`src/verilog/i2c_slave_map.svh`:
```
`ifndef I2C_SLAVE_MAP_SVH
`define I2C_SLAVE_MAP_SVH
// ==========================================
// Bit counts and address layout
`define BIT_CNT_W 4
// Start presets one below zero: the first fall after Start carries no bit
`define BIT_PRE_FIRST 4'hf
`define BIT_LAST_DATA 4'h8
`define BIT_ACK 4'h9
`define TEN_HIGH_PATTERN 5'h1e
`define ADDR_TOP_HI 2
`define ADDR_TOP_LO 1
`endif

```
`src/verilog/i2c_slave_pkg.sv`:
```
package i2c_slave_pkg;
    // ==========================================
    // Link-side byte phase
    typedef enum logic [5:0] {
        LK_IDLE = 6'b000001,
        LK_ADDR = 6'b000010,
        LK_TX = 6'b000100,
        LK_RX = 6'b001000,
        LK_ACK = 6'b010000,
        LK_IGNORE = 6'b100000
    } link_state_t;
endpackage

```
`src/verilog/sync_pulse.sv`:
```
`timescale 1ns/10ps
module sync_pulse (
    input wire logic srcClock,
    input wire logic dstClock,
    input wire logic rst_n,
    input wire logic srcPulse,
    output logic dstPulse
);
    // ==========================================
    // Toggle crossing; events closer than a few dst cycles merge
    logic srcToggle;
    logic meta;
    logic stage;
    logic last;

    always_ff @(posedge srcClock or negedge rst_n) begin
        if (!rst_n) begin
            srcToggle <= 1'b0;
        end else if (srcPulse) begin
            srcToggle <= ~srcToggle;
        end
    end

    always_ff @(posedge dstClock or negedge rst_n) begin
        if (!rst_n) begin
            meta <= 1'b0;
            stage <= 1'b0;
            last <= 1'b0;
            dstPulse <= 1'b0;
        end else begin
            meta <= srcToggle;
            stage <= meta;
            last <= stage;
            dstPulse <= stage ^ last;
        end
    end
endmodule

```
`src/verilog/i2c_slave_tx.sv`:
```
`timescale 1ns/10ps
`include "i2c_slave_map.svh"
module i2c_slave_tx (
    input wire logic clock,
    input wire logic rst_n,
    input wire logic sclClock,
    input wire logic sdaIn,
    output logic sdaOut,
    output logic sdaOe,
    output logic sclOut,
    output logic sclOe,
    input wire logic [7:0] ownAddressWrData,
    input wire logic ownAddressWrite,
    input wire logic [7:0] bufferWrData,
    input wire logic bufferWrite,
    input wire logic bufferRead,
    input wire logic clockReleaseSet,
    input wire logic eventFlagClear,
    input wire logic collisionFlagClear,
    input wire logic tenBitMode,
    input wire logic addressHoldEnable,
    input wire logic stretchEnable,
    input wire logic slaveCollisionDetectEnable,
    input wire logic startEventEnable,
    input wire logic ackValueToSend,
    output logic [7:0] receiveTransmitBuffer,
    output logic [7:0] ownAddressRegister,
    output logic clockReleaseBit,
    output logic readWriteFlag,
    output logic ackReceivedStatus,
    output logic serialPortEventFlag,
    output logic busCollisionFlag,
    output logic startSeenFlag,
    output logic bufferFullFlag,
    output logic addressUpdateNeeded,
    output logic ackTimeFlag
);
    // ==========================================
    // Pin sampling on the system clock
    logic sclMeta, sclSync, sclPrev, sdaMeta, sdaSync, sdaPrev;
    logic sclRise, sclFall, startCond, stopCond;

    always_ff @(posedge clock or negedge rst_n) begin
        if (!rst_n) begin
            sclMeta <= 1'b1;
            sclSync <= 1'b1;
            sclPrev <= 1'b1;
            sdaMeta <= 1'b1;
            sdaSync <= 1'b1;
            sdaPrev <= 1'b1;
        end else begin
            sclMeta <= sclClock;
            sclSync <= sclMeta;
            sclPrev <= sclSync;
            sdaMeta <= sdaIn;
            sdaSync <= sdaMeta;
            sdaPrev <= sdaSync;
        end
    end

    assign sclRise = sclSync & ~sclPrev;
    assign sclFall = ~sclSync & sclPrev;
    assign startCond = sclSync & sclPrev & sdaPrev & ~sdaSync;
    assign stopCond = sclSync & sclPrev & ~sdaPrev & sdaSync;

    // ==========================================
    // Byte engine
    i2c_slave_pkg::link_state_t state;
    logic [`BIT_CNT_W-1:0] bitCount;
    logic [7:0] shiftRegisterStage;
    logic lowPhase;
    logic tenMatched;
    logic ackAssert;
    logic holdPending;
    logic stretchReq;
    logic nextRead;
    logic addrMatch;
    logic [7:0] rxByte;
    logic startPulse;
    logic startEvent;
    logic releaseEvent;

    // Eight bits are complete in the shifter by the eighth fall
    assign rxByte = shiftRegisterStage;
    assign nextRead = rxByte[0];

    // High byte: 11110 A9 A8 R/W, R/W 1 only once tenMatched is set; low byte all eight bits
    always_comb begin
        if (tenBitMode && !lowPhase) begin
            addrMatch = (rxByte[7:3] == `TEN_HIGH_PATTERN)
                && (rxByte[2:1] == ownAddressRegister[`ADDR_TOP_HI:`ADDR_TOP_LO])
                && (!rxByte[0] ? 1'b1 : tenMatched);
        end else if (tenBitMode) begin
            addrMatch = (rxByte == ownAddressRegister);
        end else begin
            addrMatch = (rxByte[7:1] == ownAddressRegister[7:1]);
        end
    end

    // Start detection routed through a toggle crossing for software side
    sync_pulse startCross (
        .srcClock(clock),
        .dstClock(clock),
        .rst_n(rst_n),
        .srcPulse(startCond),
        .dstPulse(startPulse)
    );

    assign startEvent = startPulse;
    assign releaseEvent = clockReleaseSet | (ownAddressWrite & addressUpdateNeeded);

    always_ff @(posedge clock or negedge rst_n) begin
        if (!rst_n) begin
            state <= i2c_slave_pkg::LK_IDLE;
            bitCount <= 4'h0;
            shiftRegisterStage <= 8'h00;
            lowPhase <= 1'b0;
            tenMatched <= 1'b0;
            ackAssert <= 1'b0;
            holdPending <= 1'b0;
            readWriteFlag <= 1'b0;
            ackReceivedStatus <= 1'b0;
            ackTimeFlag <= 1'b0;
            stretchReq <= 1'b0;
        end else if (startCond) begin
            state <= i2c_slave_pkg::LK_ADDR;
            bitCount <= `BIT_PRE_FIRST;
            lowPhase <= 1'b0;
            ackAssert <= 1'b0;
        end else if (stopCond) begin
            state <= i2c_slave_pkg::LK_IDLE;
            ackAssert <= 1'b0;
            tenMatched <= 1'b0;
        end else if (bufferWrite) begin
            shiftRegisterStage <= bufferWrData;
        end else if (sclRise && state != i2c_slave_pkg::LK_IDLE) begin
            if (bitCount == `BIT_LAST_DATA && state == i2c_slave_pkg::LK_ACK && readWriteFlag) begin
                ackReceivedStatus <= sdaSync;
            end else if (bitCount < `BIT_LAST_DATA && state != i2c_slave_pkg::LK_TX) begin
                shiftRegisterStage <= {shiftRegisterStage[6:0], sdaSync};
            end
        end else if (sclFall) begin
            case (state)
                i2c_slave_pkg::LK_ADDR,
                i2c_slave_pkg::LK_RX: begin
                    bitCount <= bitCount + 4'h1;
                    if (bitCount + 4'h1 == `BIT_LAST_DATA) begin
                        state <= i2c_slave_pkg::LK_ACK;
                        if (state == i2c_slave_pkg::LK_ADDR) begin
                            if (addrMatch) begin
                                readWriteFlag <= shiftRegisterStage[0];
                                ackTimeFlag <= addressHoldEnable;
                                holdPending <= addressHoldEnable;
                                stretchReq <= addressHoldEnable;
                                ackAssert <= !addressHoldEnable;
                                if (tenBitMode && lowPhase) begin
                                    tenMatched <= 1'b1;
                                end
                            end else if (tenBitMode && lowPhase) begin
                                ackAssert <= 1'b0;
                            end else begin
                                state <= i2c_slave_pkg::LK_IGNORE;
                            end
                        end else begin
                            ackAssert <= 1'b1;
                        end
                    end
                end
                i2c_slave_pkg::LK_TX: begin
                    bitCount <= bitCount + 4'h1;
                    shiftRegisterStage <= {shiftRegisterStage[6:0], 1'b0};
                    if (bitCount + 4'h1 == `BIT_LAST_DATA) begin
                        state <= i2c_slave_pkg::LK_ACK;
                    end
                    if (slaveCollisionDetectEnable && shiftRegisterStage[7] && !sdaSync) begin
                        state <= i2c_slave_pkg::LK_IDLE;
                    end
                end
                i2c_slave_pkg::LK_ACK: begin
                    begin
                        bitCount <= 4'h0;
                        ackAssert <= 1'b0;
                        ackTimeFlag <= 1'b0;
                        // In hold mode our own NACK ends the read as well
                        if (readWriteFlag && (holdPending ? !ackAssert : ackReceivedStatus)) begin
                            state <= i2c_slave_pkg::LK_IDLE;
                        end else if (readWriteFlag) begin
                            state <= i2c_slave_pkg::LK_TX;
                            stretchReq <= 1'b1;
                        end else begin
                            state <= i2c_slave_pkg::LK_RX;
                            stretchReq <= stretchEnable;
                            if (tenBitMode && !tenMatched) begin
                                lowPhase <= 1'b1;
                                state <= i2c_slave_pkg::LK_ADDR;
                            end else begin
                                lowPhase <= 1'b0;
                            end
                        end
                        holdPending <= 1'b0;
                    end
                end
                default: begin
                    bitCount <= bitCount;
                end
            endcase
        end else if (releaseEvent && holdPending) begin
            ackAssert <= !ackValueToSend;
            stretchReq <= 1'b0;
        end else if (releaseEvent) begin
            stretchReq <= 1'b0;
        end else if (state == i2c_slave_pkg::LK_IGNORE) begin
            state <= i2c_slave_pkg::LK_IGNORE;
        end
    end

    // ==========================================
    // Clock release bit and address-update stretch
    always_ff @(posedge clock or negedge rst_n) begin
        if (!rst_n) begin
            clockReleaseBit <= 1'b1;
        end else if (sclFall && state == i2c_slave_pkg::LK_ACK && bitCount == `BIT_LAST_DATA
                     && (readWriteFlag ? (holdPending ? ackAssert : !ackReceivedStatus) : stretchEnable)) begin
            clockReleaseBit <= 1'b0;
        end else if (sclFall && state == i2c_slave_pkg::LK_ADDR && bitCount + 4'h1 == `BIT_LAST_DATA
                     && addrMatch && addressHoldEnable) begin
            clockReleaseBit <= 1'b0;
        end else if (clockReleaseSet) begin
            clockReleaseBit <= 1'b1;
        end
    end

    always_ff @(posedge clock or negedge rst_n) begin
        if (!rst_n) begin
            addressUpdateNeeded <= 1'b0;
            ownAddressRegister <= 8'h00;
        end else if (ownAddressWrite) begin
            ownAddressRegister <= ownAddressWrData;
            addressUpdateNeeded <= 1'b0;
        end else if (sclFall && state == i2c_slave_pkg::LK_ACK && bitCount == `BIT_LAST_DATA
                     && tenBitMode && !readWriteFlag && (!tenMatched || lowPhase)) begin
            addressUpdateNeeded <= 1'b1;
        end
    end

    // ==========================================
    // Buffer and flags; hardware set wins over software clear
    always_ff @(posedge clock or negedge rst_n) begin
        if (!rst_n) begin
            receiveTransmitBuffer <= 8'h00;
            bufferFullFlag <= 1'b0;
        end else if (bufferWrite) begin
            receiveTransmitBuffer <= bufferWrData;
            bufferFullFlag <= 1'b1;
        end else if (sclFall && state == i2c_slave_pkg::LK_ADDR && bitCount + 4'h1 == `BIT_LAST_DATA
                     && addrMatch) begin
            receiveTransmitBuffer <= rxByte;
            bufferFullFlag <= 1'b1;
        end else if (sclFall && state == i2c_slave_pkg::LK_RX && bitCount + 4'h1 == `BIT_LAST_DATA) begin
            receiveTransmitBuffer <= rxByte;
            bufferFullFlag <= 1'b1;
        end else if (bufferRead) begin
            bufferFullFlag <= 1'b0;
        end
    end

    always_ff @(posedge clock or negedge rst_n) begin
        if (!rst_n) begin
            serialPortEventFlag <= 1'b0;
        end else if (sclFall && state == i2c_slave_pkg::LK_ACK && bitCount == `BIT_LAST_DATA) begin
            serialPortEventFlag <= 1'b1;
        end else if (sclFall && state == i2c_slave_pkg::LK_ADDR && bitCount + 4'h1 == `BIT_LAST_DATA
                     && addrMatch && addressHoldEnable) begin
            serialPortEventFlag <= 1'b1;
        end else if (startEvent && startEventEnable && state == i2c_slave_pkg::LK_ADDR) begin
            serialPortEventFlag <= 1'b1;
        end else if (eventFlagClear) begin
            serialPortEventFlag <= 1'b0;
        end
    end

    always_ff @(posedge clock or negedge rst_n) begin
        if (!rst_n) begin
            startSeenFlag <= 1'b0;
            busCollisionFlag <= 1'b0;
        end else begin
            if (startEvent) begin
                startSeenFlag <= 1'b1;
            end else if (stopCond) begin
                startSeenFlag <= 1'b0;
            end
            if (sclFall && state == i2c_slave_pkg::LK_TX && slaveCollisionDetectEnable
                && shiftRegisterStage[7] && !sdaSync) begin
                busCollisionFlag <= 1'b1;
            end else if (collisionFlagClear) begin
                busCollisionFlag <= 1'b0;
            end
        end
    end

    // ==========================================
    // Open-drain pins: enable low means pulling low
    always_ff @(posedge clock or negedge rst_n) begin
        if (!rst_n) begin
            sdaOut <= 1'b0;
            sdaOe <= 1'b1;
            sclOut <= 1'b0;
            sclOe <= 1'b1;
        end else begin
            sdaOut <= 1'b0;
            sclOut <= 1'b0;
            if (state == i2c_slave_pkg::LK_ACK && bitCount == `BIT_LAST_DATA) begin
                sdaOe <= ~ackAssert;
            end else if (state == i2c_slave_pkg::LK_TX) begin
                sdaOe <= shiftRegisterStage[7];
            end else begin
                sdaOe <= 1'b1;
            end
            // Only hold once the master has pulled low, so high time is never cut
            sclOe <= ~(!sclSync && (stretchReq || addressUpdateNeeded));
        end
    end
endmodule

```
`config.mk`:
```
export PLATFORM = sky130hd
export DESIGN_NAME = i2c_slave_tx
export DESIGN_NICKNAME = d
export VERILOG_FILES = /design/src/verilog/i2c_slave_pkg.sv /design/src/verilog/sync_pulse.sv /design/src/verilog/i2c_slave_tx.sv
export VERILOG_INCLUDE_DIRS = /design/src /design/src/verilog
export SDC_FILE = /design/constraint.sdc
export NUM_CORES = 1
export LEC_CHECK = 0
export ABC_AREA = 0
export BUFFER_PORTS_ARGS = -buffer_cell sky130_fd_sc_hd__buf_2
export CORE_MARGIN = 3
export CORE_UTILIZATION = 50
export CTS_BUF_LIST = sky130_fd_sc_hd__clkbuf_2
export CTS_CLUSTER_SIZE = 24
export DETAILED_ROUTE_END_ITERATION = 12
export PLACE_DENSITY = 0.77
export SYNTH_ARGS = -nofsm -noshare
export SYNTH_HDL_FRONTEND = slang
export SYNTH_SLANG_ARGS = --single-unit
```
`constraint.sdc`:
```
create_clock -name clock -period 2.3 [get_ports clock]
set_input_delay 0.69 -clock clock [delete_from_list [all_inputs] [get_ports clock]]
set_output_delay 0.69 -clock clock [all_outputs]
set_load 0.03 [all_outputs]
```
Yosys cells after proc, flatten, opt, wreduce, memory -nomap -nowiden
Index checks and enable logic that the tools add are counted.
Storage, ports and cells
  register bits: 60
  input port bits: 32
  output and inout port bits: 29
  word-level logic and storage cells: 267
Operators by class
  $add $sub $neg: 1
  $lt $le $gt $ge: 1
  eq/ne operators: 39
  multiplexer cells: 97
  bitwise operators: 21
  reduce and logical (&&, ||, !) cells: 77
Operators with widths (count)
  $mux W6: 14
  $mux W8: 9
  $mux W1: 61
  $logic_and A1 B1 Y1: 32
  $mux W4: 8
  $reduce_and A9 Y1: 3
  $reduce_bool A2 Y1: 12
  $ne A3 B3 Y1 const B: 6
  $pmux W6 S3: 1
  $reduce_bool A3 Y1: 6
  $reduce_bool A4 Y1: 4
  $ne A2 B2 Y1 const B: 7
  $ne A6 B1 Y1 const B: 2
  $reduce_and A6 Y1: 2
  $not A1 Y1: 11
  $reduce_and A10 Y1: 1
  $reduce_and A5 Y1: 2
  $logic_not A1 Y1: 9
  $and A1 B1 Y1: 8
  $eq A4 B4 Y1 const B: 2
  $eq A8 B8 Y1: 1
  $ne A4 B4 Y1 const B: 2
  $pmux W4 S2: 1
  $reduce_and A8 Y1: 1
  25 further kinds: 31

Longest topological paths before layout
Gate-level depths: netlist (run 1).
  word-level depth: 13
  gate-level depth with buffers: 8
  depth with buffers taken out: 6

By module
Synthesis (run 1) repeated with hierarchy kept, for this count alone.
Second synthesis, totals
  cells, all modules: 301
  area, all modules: 3134.3 um^2
By module, submodules not included
  i2c_slave_tx: times used 1, cells an instance 294, area each 2991.6 um^2, seq. area each 1388.8 um^2
  sync_pulse: times used 1, cells an instance 7, area each 142.6 um^2, seq. area each 125.1 um^2

Least setup slack after synthesis (run 1)
No wires, ideal clock.
  path type: input to register
  from: in tenBitMode
  to: reg ackAssert
  library setup time: 0.128 ns
  data arrival time: 1.919 ns
  required time: 2.172 ns
  slack: 0.253 ns
  stages on the path: 6
  path buffers: 0
  path through: nor4bb_1 o211ai_1 o32a_1 a31oi_1 a32oi_1 mux2_1
Between the ends
  longest elaborated chain between the ends: 11
  elaborated cells between the ends (all ways): 15
  those cells by class: 1 x eq/ne; 11 x mux; 3 x reduce/logical
Ends and longest elaborated chain
  from (decl): line i2c_slave_tx.sv:20  | input wire logic tenBitMode,
  $mux W1 or $logic_and A1 B1 Y1 (tied branches): line i2c_slave_tx.sv:93, i2c_slave_tx.sv:89
  $mux W1: line i2c_slave_tx.sv:89  | if (tenBitMode && !lowPhase) begin
  $mux W1: line i2c_slave_tx.sv:150  | if (addrMatch) begin
  $mux W1: line i2c_slave_tx.sv:149  | if (state == i2c_slave_pkg::LK_ADDR) begin
  $mux W1: line i2c_slave_tx.sv:147  | if (bitCount + 4'h1 == `BIT_LAST_DATA) begin
  $pmux W1 S2: line i2c_slave_tx.sv:143  | case (state)
  $mux W1: line i2c_slave_tx.sv:142  | end else if (sclFall) begin
  $mux W1: line i2c_slave_tx.sv:136  | end else if (sclRise && state != i2c_slave_pkg::LK_IDLE) begin
  $mux W1: line i2c_slave_tx.sv:134  | end else if (bufferWrite) begin
  $mux W1: line i2c_slave_tx.sv:130  | end else if (stopCond) begin
  $mux W1: line i2c_slave_tx.sv:125  | end else if (startCond) begin
  to (signal assigned): line i2c_slave_tx.sv:155  | ackAssert <= !addressHoldEnable;
  to (signal assigned): line i2c_slave_tx.sv:208  | ackAssert <= !ackValueToSend;
  to (decl): line i2c_slave_tx.sv:73  | logic ackAssert;
Several ways; a longest one is shown, not always the timed one. The select of a mux whose other input is x is not followed.
A chain may end at the register's enable or synchronous reset.

Final worst setup path (run 1)
  from: reg state[4]
  to: reg stretchReq
Between the ends
  longest elaborated chain between the ends: 4
  elaborated cells between the ends (all ways): 15
  those cells by class: 9 x eq/ne; 2 x mux; 1 x bitwise; 3 x reduce/logical
Ends and longest elaborated chain
  from (decl): line i2c_slave_tx.sv:68  | i2c_slave_pkg::link_state_t state;
  from (signal assigned): line i2c_slave_tx.sv:114  | state <= i2c_slave_pkg::LK_IDLE;
  from (signal assigned): line i2c_slave_tx.sv:126  | state <= i2c_slave_pkg::LK_ADDR;
  from (signal assigned): line i2c_slave_tx.sv:131  | state <= i2c_slave_pkg::LK_IDLE;
  $eq A6 B2 Y1 (tied with other cells): line i2c_slave_tx.sv:143, i2c_slave_tx.sv:149
  $reduce_or A2 Y1 or $logic_and A1 B1 Y1 (tied branches): line i2c_slave_tx.sv:143, i2c_slave_tx.sv:136
  $ne A3 B3 Y1 (no line) (tied with other cells)
  $reduce_and A10 Y1 (no line) or $mux W1 (tied branches)
  to (signal assigned): line i2c_slave_tx.sv:154  | stretchReq <= addressHoldEnable;
  to (signal assigned): line i2c_slave_tx.sv:192  | stretchReq <= stretchEnable;
  to (decl): line i2c_slave_tx.sv:75  | logic stretchReq;
Several ways; a longest one is shown, not always the timed one.

==> flow_summary.yaml, run 1 <==
drt:
  total_wirelength_mm: 8.180
  drt_drc_violations_left: 0
  drt_pre_antenna_iters: 6
  top_metal_used: "met4"
  vias_per_cell: 6.000
  dr.first_iter.drc_count: 310
  routedWlPerCell_um: 17.11
  dr_wl_met2_mm: 3.845
  met3_wirelength_um: 526
  routed_via_count: 2868
  detail-route-antenna-nets: 0
  wirelength_met1_mm: 3.610
final_layout:
  number_of_nets_at_the_end_of_the_flow: 430
  n_antenna_cell: 0
  final_cells: 478
  final_instance_area_um2: 3834
  drive_above_1_share: 0.3267
  filler_cell_count: 560
  area_delta_synth_final_pct: 15.54
min_path:
  worstHoldPathType: "in2async"
critical_path:
  crit_path_max_incr_delay_ns: 0.54
  crit_fanout: 10
  worstPathCellList: "nor4_2 > a311oi_2 > nor3_1 > o311ai_0 > o41ai_1"
  setup.worst_path.start_class: "flip-flop"
  timing.critical_path.slowest_stage_cell: "sky130_fd_sc_hd__dfrtp_1"
  worst_setup_ep_type: "flip-flop"
  timing.setup.critical_path_class: "reg2reg"
  ff2ff_path_depth: 5
  critPathBufInv: 0
  worst-endpoint-required_ns: 2.72
  critical_path_stages: 5
  cpLargestDelayFamily: "compound AO/OA/AOI/OAI gates"
  worst_ep_arrival_time_ns: 2.59
die:
  number_of_i_o_pins: 61
  core_area_um2: 6386
  chipHeight_um: 87.47
  floorplan.die.width_um: 87.47
  row_count: 29
  floorplan.initialDensity: 0.5196
  die_area_um2: 7650
timing:
  final.period_utilization: 0.9464
  finalMaxSlewViolations: 0
  timing_hold_violations_final: 0
  timing.setup.tns_ns: 0
  layout_min_cycle_time_ns: 2.177
  worst_slew_pin_slew_ns: 0.5534
  max_freq_mhz: 459.4
  worst_slew_margin_rel: 0.6303
  unrepaired_setup_endpoints_after_global_routing: "no"
  finalSetupViolCount: 0
  fin_skew_ns: 0.02317
synthesis:
  syn-mean-instance-area_um2: 10.18
  yosys.cell_types.count: 67
  synth_edf_count: 0
  synth.yosys.warnings: 0
  synth.yosys.seq_area_share: 0.4563
  synthesis.instances: 326
  postSynthRegisterBits: 60
  synth.cell_area_um2: 3318
  ys_dominant_reg_cell: "sky130_fd_sc_hd__dfrtp_1"
  async_reset_ff_frac: 1.000
place:
  dpl-instance-area_um2: 3742
  place_inst: 462
  port_buffers: 58
  gp_congestion: 0.8744
  hpwl_mm: 6.019
cts:
  cts.path.max_buffers: 2
  cts.hold.buffers_added: 0
  htree_num_levels: 3
  cts.sinks: 60
  clock_tree.root_cell: "sky130_fd_sc_hd__clkbuf_2"
  clk-insertion-delay-late_ns: 0.51
  cts_inserted_buffers: 9
  cts_tree: "yes"
  postCtsSetupBuffers: 0
  clkSlewWorstSetupHoldPaths_ns: 0.18
pwr:
  vdd.ir_drop.worst_mv: 0.4265
  cellLeakagePower_nw: 1.760
  powerDensity_nw_per_um2: 756.6
  fin_total_pwr_w: 0.002901
grt:
  first_global_vias: 2607
  grt_start_max_net_pins: 26
  globalRoute.totalOverflow: 0
  grt_antenna_before_repair: 0
  wire_length_of_the_first_global_routing_pass_mm: 13.29
  grt_use_total: 0.2276
outcome:
  run_status: "completed"
flow_run:
  cap_violations: 0
## report_power, final
part,leakage (nW),switching [W],internal (W)
Sequential,0.725,0.000216,0.00125
Combinational,0.977,0.000479,0.000405
Clock,0.0577,0.000406,0.000145
Total,1.76,0.00110,0.00180
## final timing paths
kind                           from          to  slack [ns]
setup / recovery           state[4]  stretchReq        0.12
setup reg to reg           state[4]  stretchReq        0.12
hold / removal                rst_n    state[4]        0.13
hold reg to reg             sdaMeta     sdaSync        0.37
min in group clock         sclClock     sclMeta        0.25
max in group asynchronous     rst_n   rxByte[0]        1.49
## routing by layer
metal	vias to the layer above	track usage
met3	19	0.05014
met2	116	0.3432
li1	1330	-
met1	1403	0.3161
met4	0	0.09623
met5	-	0
## flip-flops by register name (all words and copies together), names as in the netlist, 4 cells and up
signal,count
bitCount,4
ownAddressRegister,8
receiveTransmitBuffer,8
rxByte,8
state,6
## stage by stage
step	util	hold slack, ns	setup slack (ns)
2_1_floorplan	-	0.3312	0.2533
3_3_place_gp	0.5860	0.3374	0.1366
3_5_place_dp	0.5860	0.3443	0.01891
4_1_cts	0.5993	0.1525	0.1194
5_1_grt	0.6003	0.1286	0.07934
6_report	0.6003	0.1282	0.1234
## cell type report
class	instances	area, um2	area share
timing repair buffer	74	422.9	0.1103
clock inverter	5	30.03	0.007833
sequential	60	1514	0.3949
inverter	21	78.83	0.02056
clock buffer	11	55.05	0.01436
tap	77	96.34	0.02513
multi-input combinational	230	1637	0.4269
## kinds of logic after synthesis
group,synth area share
DFF,0.4563
muxes,0.09125
and+or+nand+nor,0.1697
other,0.001130
buffers and inverters,0.05354
adders and majority gates,0.007540
xor gates and xnor gates,0.03168
AOI/OAI and AO/OA,0.1889
## synthesized netlist by cell type, types with 8 or more instances
| cell type | count | area, um2 |
|---|---|---|
| sky130_fd_sc_hd__dfrtp_1 | 50 | 1251 |
| sky130_fd_sc_hd__nor2_1 | 33 | 123.9 |
| sky130_fd_sc_hd__inv_1 | 21 | 78.83 |
| sky130_fd_sc_hd__nand2_1 | 20 | 75.07 |
| sky130_fd_sc_hd__o21ai_0 | 16 | 80.08 |
| sky130_fd_sc_hd__a21oi_1 | 11 | 55.05 |
| sky130_fd_sc_hd__nor3_1 | 11 | 55.05 |
| sky130_fd_sc_hd__dfstp_2 | 10 | 262.8 |
| sky130_fd_sc_hd__mux2_4 | 10 | 150.1 |
| sky130_fd_sc_hd__nand3_1 | 10 | 50.05 |
| sky130_fd_sc_hd__xnor2_1 | 9 | 78.83 |
| sky130_fd_sc_hd__clkbuf_1 | 8 | 30.03 |
| sky130_fd_sc_hd__mux2_2 | 8 | 90.09 |
## cell usage in the layout, fill, tap and decap left out, types with 3 or more instances in the layout
cell type / n
sky130_fd_sc_hd__nand3_1: 10
sky130_fd_sc_hd__xnor2_1: 9
sky130_fd_sc_hd__buf_4: 15
sky130_fd_sc_hd__nor2b_1: 5
sky130_fd_sc_hd__mux2_2: 8
sky130_fd_sc_hd__mux2_4: 10
sky130_fd_sc_hd__nand4b_1: 3
sky130_fd_sc_hd__nand3b_1: 3
sky130_fd_sc_hd__nor2_1: 33
sky130_fd_sc_hd__dfrtp_1: 50
sky130_fd_sc_hd__a31oi_1: 5
sky130_fd_sc_hd__a211oi_1: 4
sky130_fd_sc_hd__o21ai_0: 16
sky130_fd_sc_hd__buf_2: 58
sky130_fd_sc_hd__a21oi_1: 11
sky130_fd_sc_hd__inv_1: 21
sky130_fd_sc_hd__a221oi_1: 7
sky130_fd_sc_hd__dfstp_2: 10
sky130_fd_sc_hd__nand2_1: 20
sky130_fd_sc_hd__mux2i_1: 4
sky130_fd_sc_hd__o21ai_1: 3
sky130_fd_sc_hd__clkbuf_2: 11
sky130_fd_sc_hd__xor2_1: 3
sky130_fd_sc_hd__nor3_1: 11
sky130_fd_sc_hd__o211ai_1: 3
sky130_fd_sc_hd__nand4_1: 3
sky130_fd_sc_hd__clkinv_2: 3
sky130_fd_sc_hd__a311o_1: 7
## repair_timing
action                                  CTS  global route
endpoints found under the hold margin     0             0
endpoints found under the setup margin    0             2
gates resized for setup                   0             1
No activity file was read; power rests on OpenSTA's default activity.
==> inputs of run 2 (changes only) <==
--- a/config.mk
+++ b/config.mk
@@ -8,12 +8,13 @@
 export LEC_CHECK = 0
 export ABC_AREA = 0
 export BUFFER_PORTS_ARGS = -buffer_cell sky130_fd_sc_hd__buf_2
+export CORE_ASPECT_RATIO = 1.2
 export CORE_MARGIN = 3
-export CORE_UTILIZATION = 50
+export CORE_UTILIZATION = 58
 export CTS_BUF_LIST = sky130_fd_sc_hd__clkbuf_2
 export CTS_CLUSTER_SIZE = 24
 export DETAILED_ROUTE_END_ITERATION = 12
-export PLACE_DENSITY = 0.77
+export PLACE_DENSITY = 0.87
 export SYNTH_ARGS = -nofsm -noshare
 export SYNTH_HDL_FRONTEND = slang
 export SYNTH_SLANG_ARGS = --single-unit
==> run 2 against run 1 <==
  * Total power up 8.8%
  * Clock power up 38%
  * Via count up 1.6%
  * Cell area up 2.0%
  * Core utilization up 12 points
  * Critical endpoint is now receiveTransmitBuffer[1]
  * Routed wire length up 3.2%
  * Largest power group unchanged
  * Die area down 13%
  * Highest routed layer unchanged
  * Fmax up 0.42%
  * Clock skew about the same
  * Combinational power up 6.2%
==> flow_summary.yaml, run 2 (synthesis results as in run 1) <==
outcome:
  run_status: "completed"
final_layout:
  number_of_nets_at_the_end_of_the_flow: 434
  ff_latch_area_um2: 1514
  most_common_cell_after_layout_fill_and_taps_aside: "sky130_fd_sc_hd__buf_2"
  drive_above_1_share: 0.3284
  top_library_cells_by_usage_in_the_layout_fill_and_taps_aside: "58 x sky130_fd_sc_hd__buf_2, 50 x sky130_fd_sc_hd__dfrtp_1, 33 x sky130_fd_sc_hd__nor2_1"
  share_of_the_core_filled_with_cells: 0.7230
  area_delta_synth_final_pct: 17.80
  multi_input_gate_area_um2: 1637
  n_antenna_cell: 0
  filler_cell_count: 411
pwr:
  seq_power_share: 0.461
  cellLeakagePower_nw: 1.797
  p_switching_w: 0.001127
  powerDensity_nw_per_um2: 807.6
  vdd.ir_drop.worst_mv: 0.5000
  switching_power_as_a_share_of_total_power: 0.3570
  internal_power_w: 0.002030
  pwr-share-clk: 0.242
  p_comb_frac: 0.297
critical_path:
  worstPathCellList: "nor4_2 > nor3b_4 > and2_1 > buf_12 > nor3_1 > a221oi_1"
  timing.critical_path.slowest_stage_cell: "sky130_fd_sc_hd__dfrtp_1"
  worst-endpoint-required_ns: 2.67
  worst_setup_ep_type: "flip-flop"
  crit_path_max_incr_delay_ns: 0.49
  worst_ep_arrival_time_ns: 2.54
  crit_fanout: 17
  timing.setup.critical_path_class: "reg2reg"
  setup.worst_path.start_class: "flip-flop"
cts:
  clk-insertion-delay-late_ns: 0.49
  cts_tree: "yes"
  htree_num_levels: 3
  cts.sinks: 60
  postCtsSetupBuffers: 0
  clock_tree.root_cell: "sky130_fd_sc_hd__clkbuf_2"
  cts_inserted_buffers: 9
  clkSlewWorstSetupHoldPaths_ns: 0.18
  cts.path.max_buffers: 2
die:
  row_count: 29
  number_of_i_o_pins: 61
  floorplan.initialDensity: 0.6137
  core_area_um2: 5406
  floorplan.die.width_um: 75.05
  chipHeight_um: 88.86
  die_area_um2: 6668
timing:
  timing_hold_violations_final: 0
  worst_slew_pin_slew_ns: 0.5264
  layout_min_cycle_time_ns: 2.168
  unrepaired_setup_endpoints_after_global_routing: "no"
  max_freq_mhz: 461.3
  worst_slew_margin_rel: 0.6458
  timing.setup.tns_ns: 0
  hold-worst-slack_ns: 0.1817
  finalSetupViolCount: 0
  finalMaxSlewViolations: 0
  fin_skew_ns: 0.02289
  final.period_utilization: 0.9424
flow_run:
  cap_violations: 0
place:
  port_buffers: 58
  hpwl_mm: 6.238
  gp_congestion: 0.9471
grt:
  grt_start_max_net_pins: 61
  first_global_vias: 2950
  globalRoute.totalOverflow: 0
  grt_use_total: 0.2813
  wire_length_of_the_first_global_routing_pass_mm: 14.20
  grt_antenna_before_repair: 0
drt:
  total_wirelength_mm: 8.443
  detail-route-antenna-nets: 0
  drt_drc_violations_left: 0
  dr.first_iter.drc_count: 315
  vias_per_cell: 6.238
  routedWlPerCell_um: 18.08
  routed_via_count: 2913
  drt_pre_antenna_iters: 5
min_path:
  worstHoldPathType: "in2async"
==> run 2: area by class of cell <==
cell class              count  share of cell area
multi-input cells         230              0.4187
flip-flops and latches     60              0.3873
repair buffers             78              0.1191
clock inverters             7             0.02337
inverters                  21             0.02017
well taps                  62             0.01985
clock buffers               9             0.01152
==> run 2: path summary, 6_finish.rpt <==
| check | startpoint | end | slack [ns] | cells after the start |
|---|---|---|---|---|
| min in group clock | sclClock | sclMeta | 0.27 | 1 |
| max in group asynchronous | rst_n | sdaPrev | 1.82 | 2 |
| worst min-delay path | rst_n | serialPortEventFlag | 0.18 | 2 |
| worst max register to register | state[2] | receiveTransmitBuffer[1] | 0.13 | 6 |
| worst max-delay path | state[2] | receiveTransmitBuffer[1] | 0.13 | 6 |
| worst min register to register | sclMeta | sclSync | 0.37 | 0 |
==> run 2: stage by stage <==
| stage | setup slack [ns] | std cells | cell area, um2 | power (W) |
|---|---|---|---|---|
| after global routing | 0.003442 | 467 | 3909 | 0.003342 |
| after detailed placement | 0.04351 | 451 | 3766 | 0.002396 |
| after CTS | 0.1058 | 467 | 3902 | 0.003150 |
| after global placement | 0.1320 | 451 | 3766 | 0.002348 |
| after floorplan | 0.2533 | 327 | 3322 | 0.002085 |
| final | 0.1324 | 467 | 3909 | 0.003157 |
==> run 2: repair_timing <==
item	in CTS	in global routing
hold buffers	0	0
gates resized for setup	0	1
endpoints found under the setup margin	0	6
==> run 2: critical path, delay by kind of cell (launching register included) <==
family                 cells  cell delay, ns
AO/OA/AOI/OAI              1            0.25
buffers and inverters      1            0.17
AND/OR/NAND/NOR            4            1.14
flip-flops                 1            0.49
==> run 2: power by group through the flow <==
| stage | Clock, W | Sequential, W | Combinational [W] |
|---|---|---|---|
| global placement | 0 | 0.00146 | 0.000888 |
| floorplan | 0 | 0.00150 | 0.000588 |
| CTS | 0.000768 | 0.00145 | 0.000930 |
| finish | 0.000763 | 0.00146 | 0.000939 |
| global route | 0.000824 | 0.00148 | 0.00104 |
| detailed placement | 0 | 0.00147 | 0.000925 |
==> run 2: metal layers <==
layer	routed length, um	up-vias	part of all wire	GRT usage
met1	3318	1408	0.39	0.3565
li1	-	1337	-	-
met4	276	0	0.033	0.1165
met3	585	26	0.069	0.05341
met5	0	-	0	0
met2	4264	142	0.51	0.4675
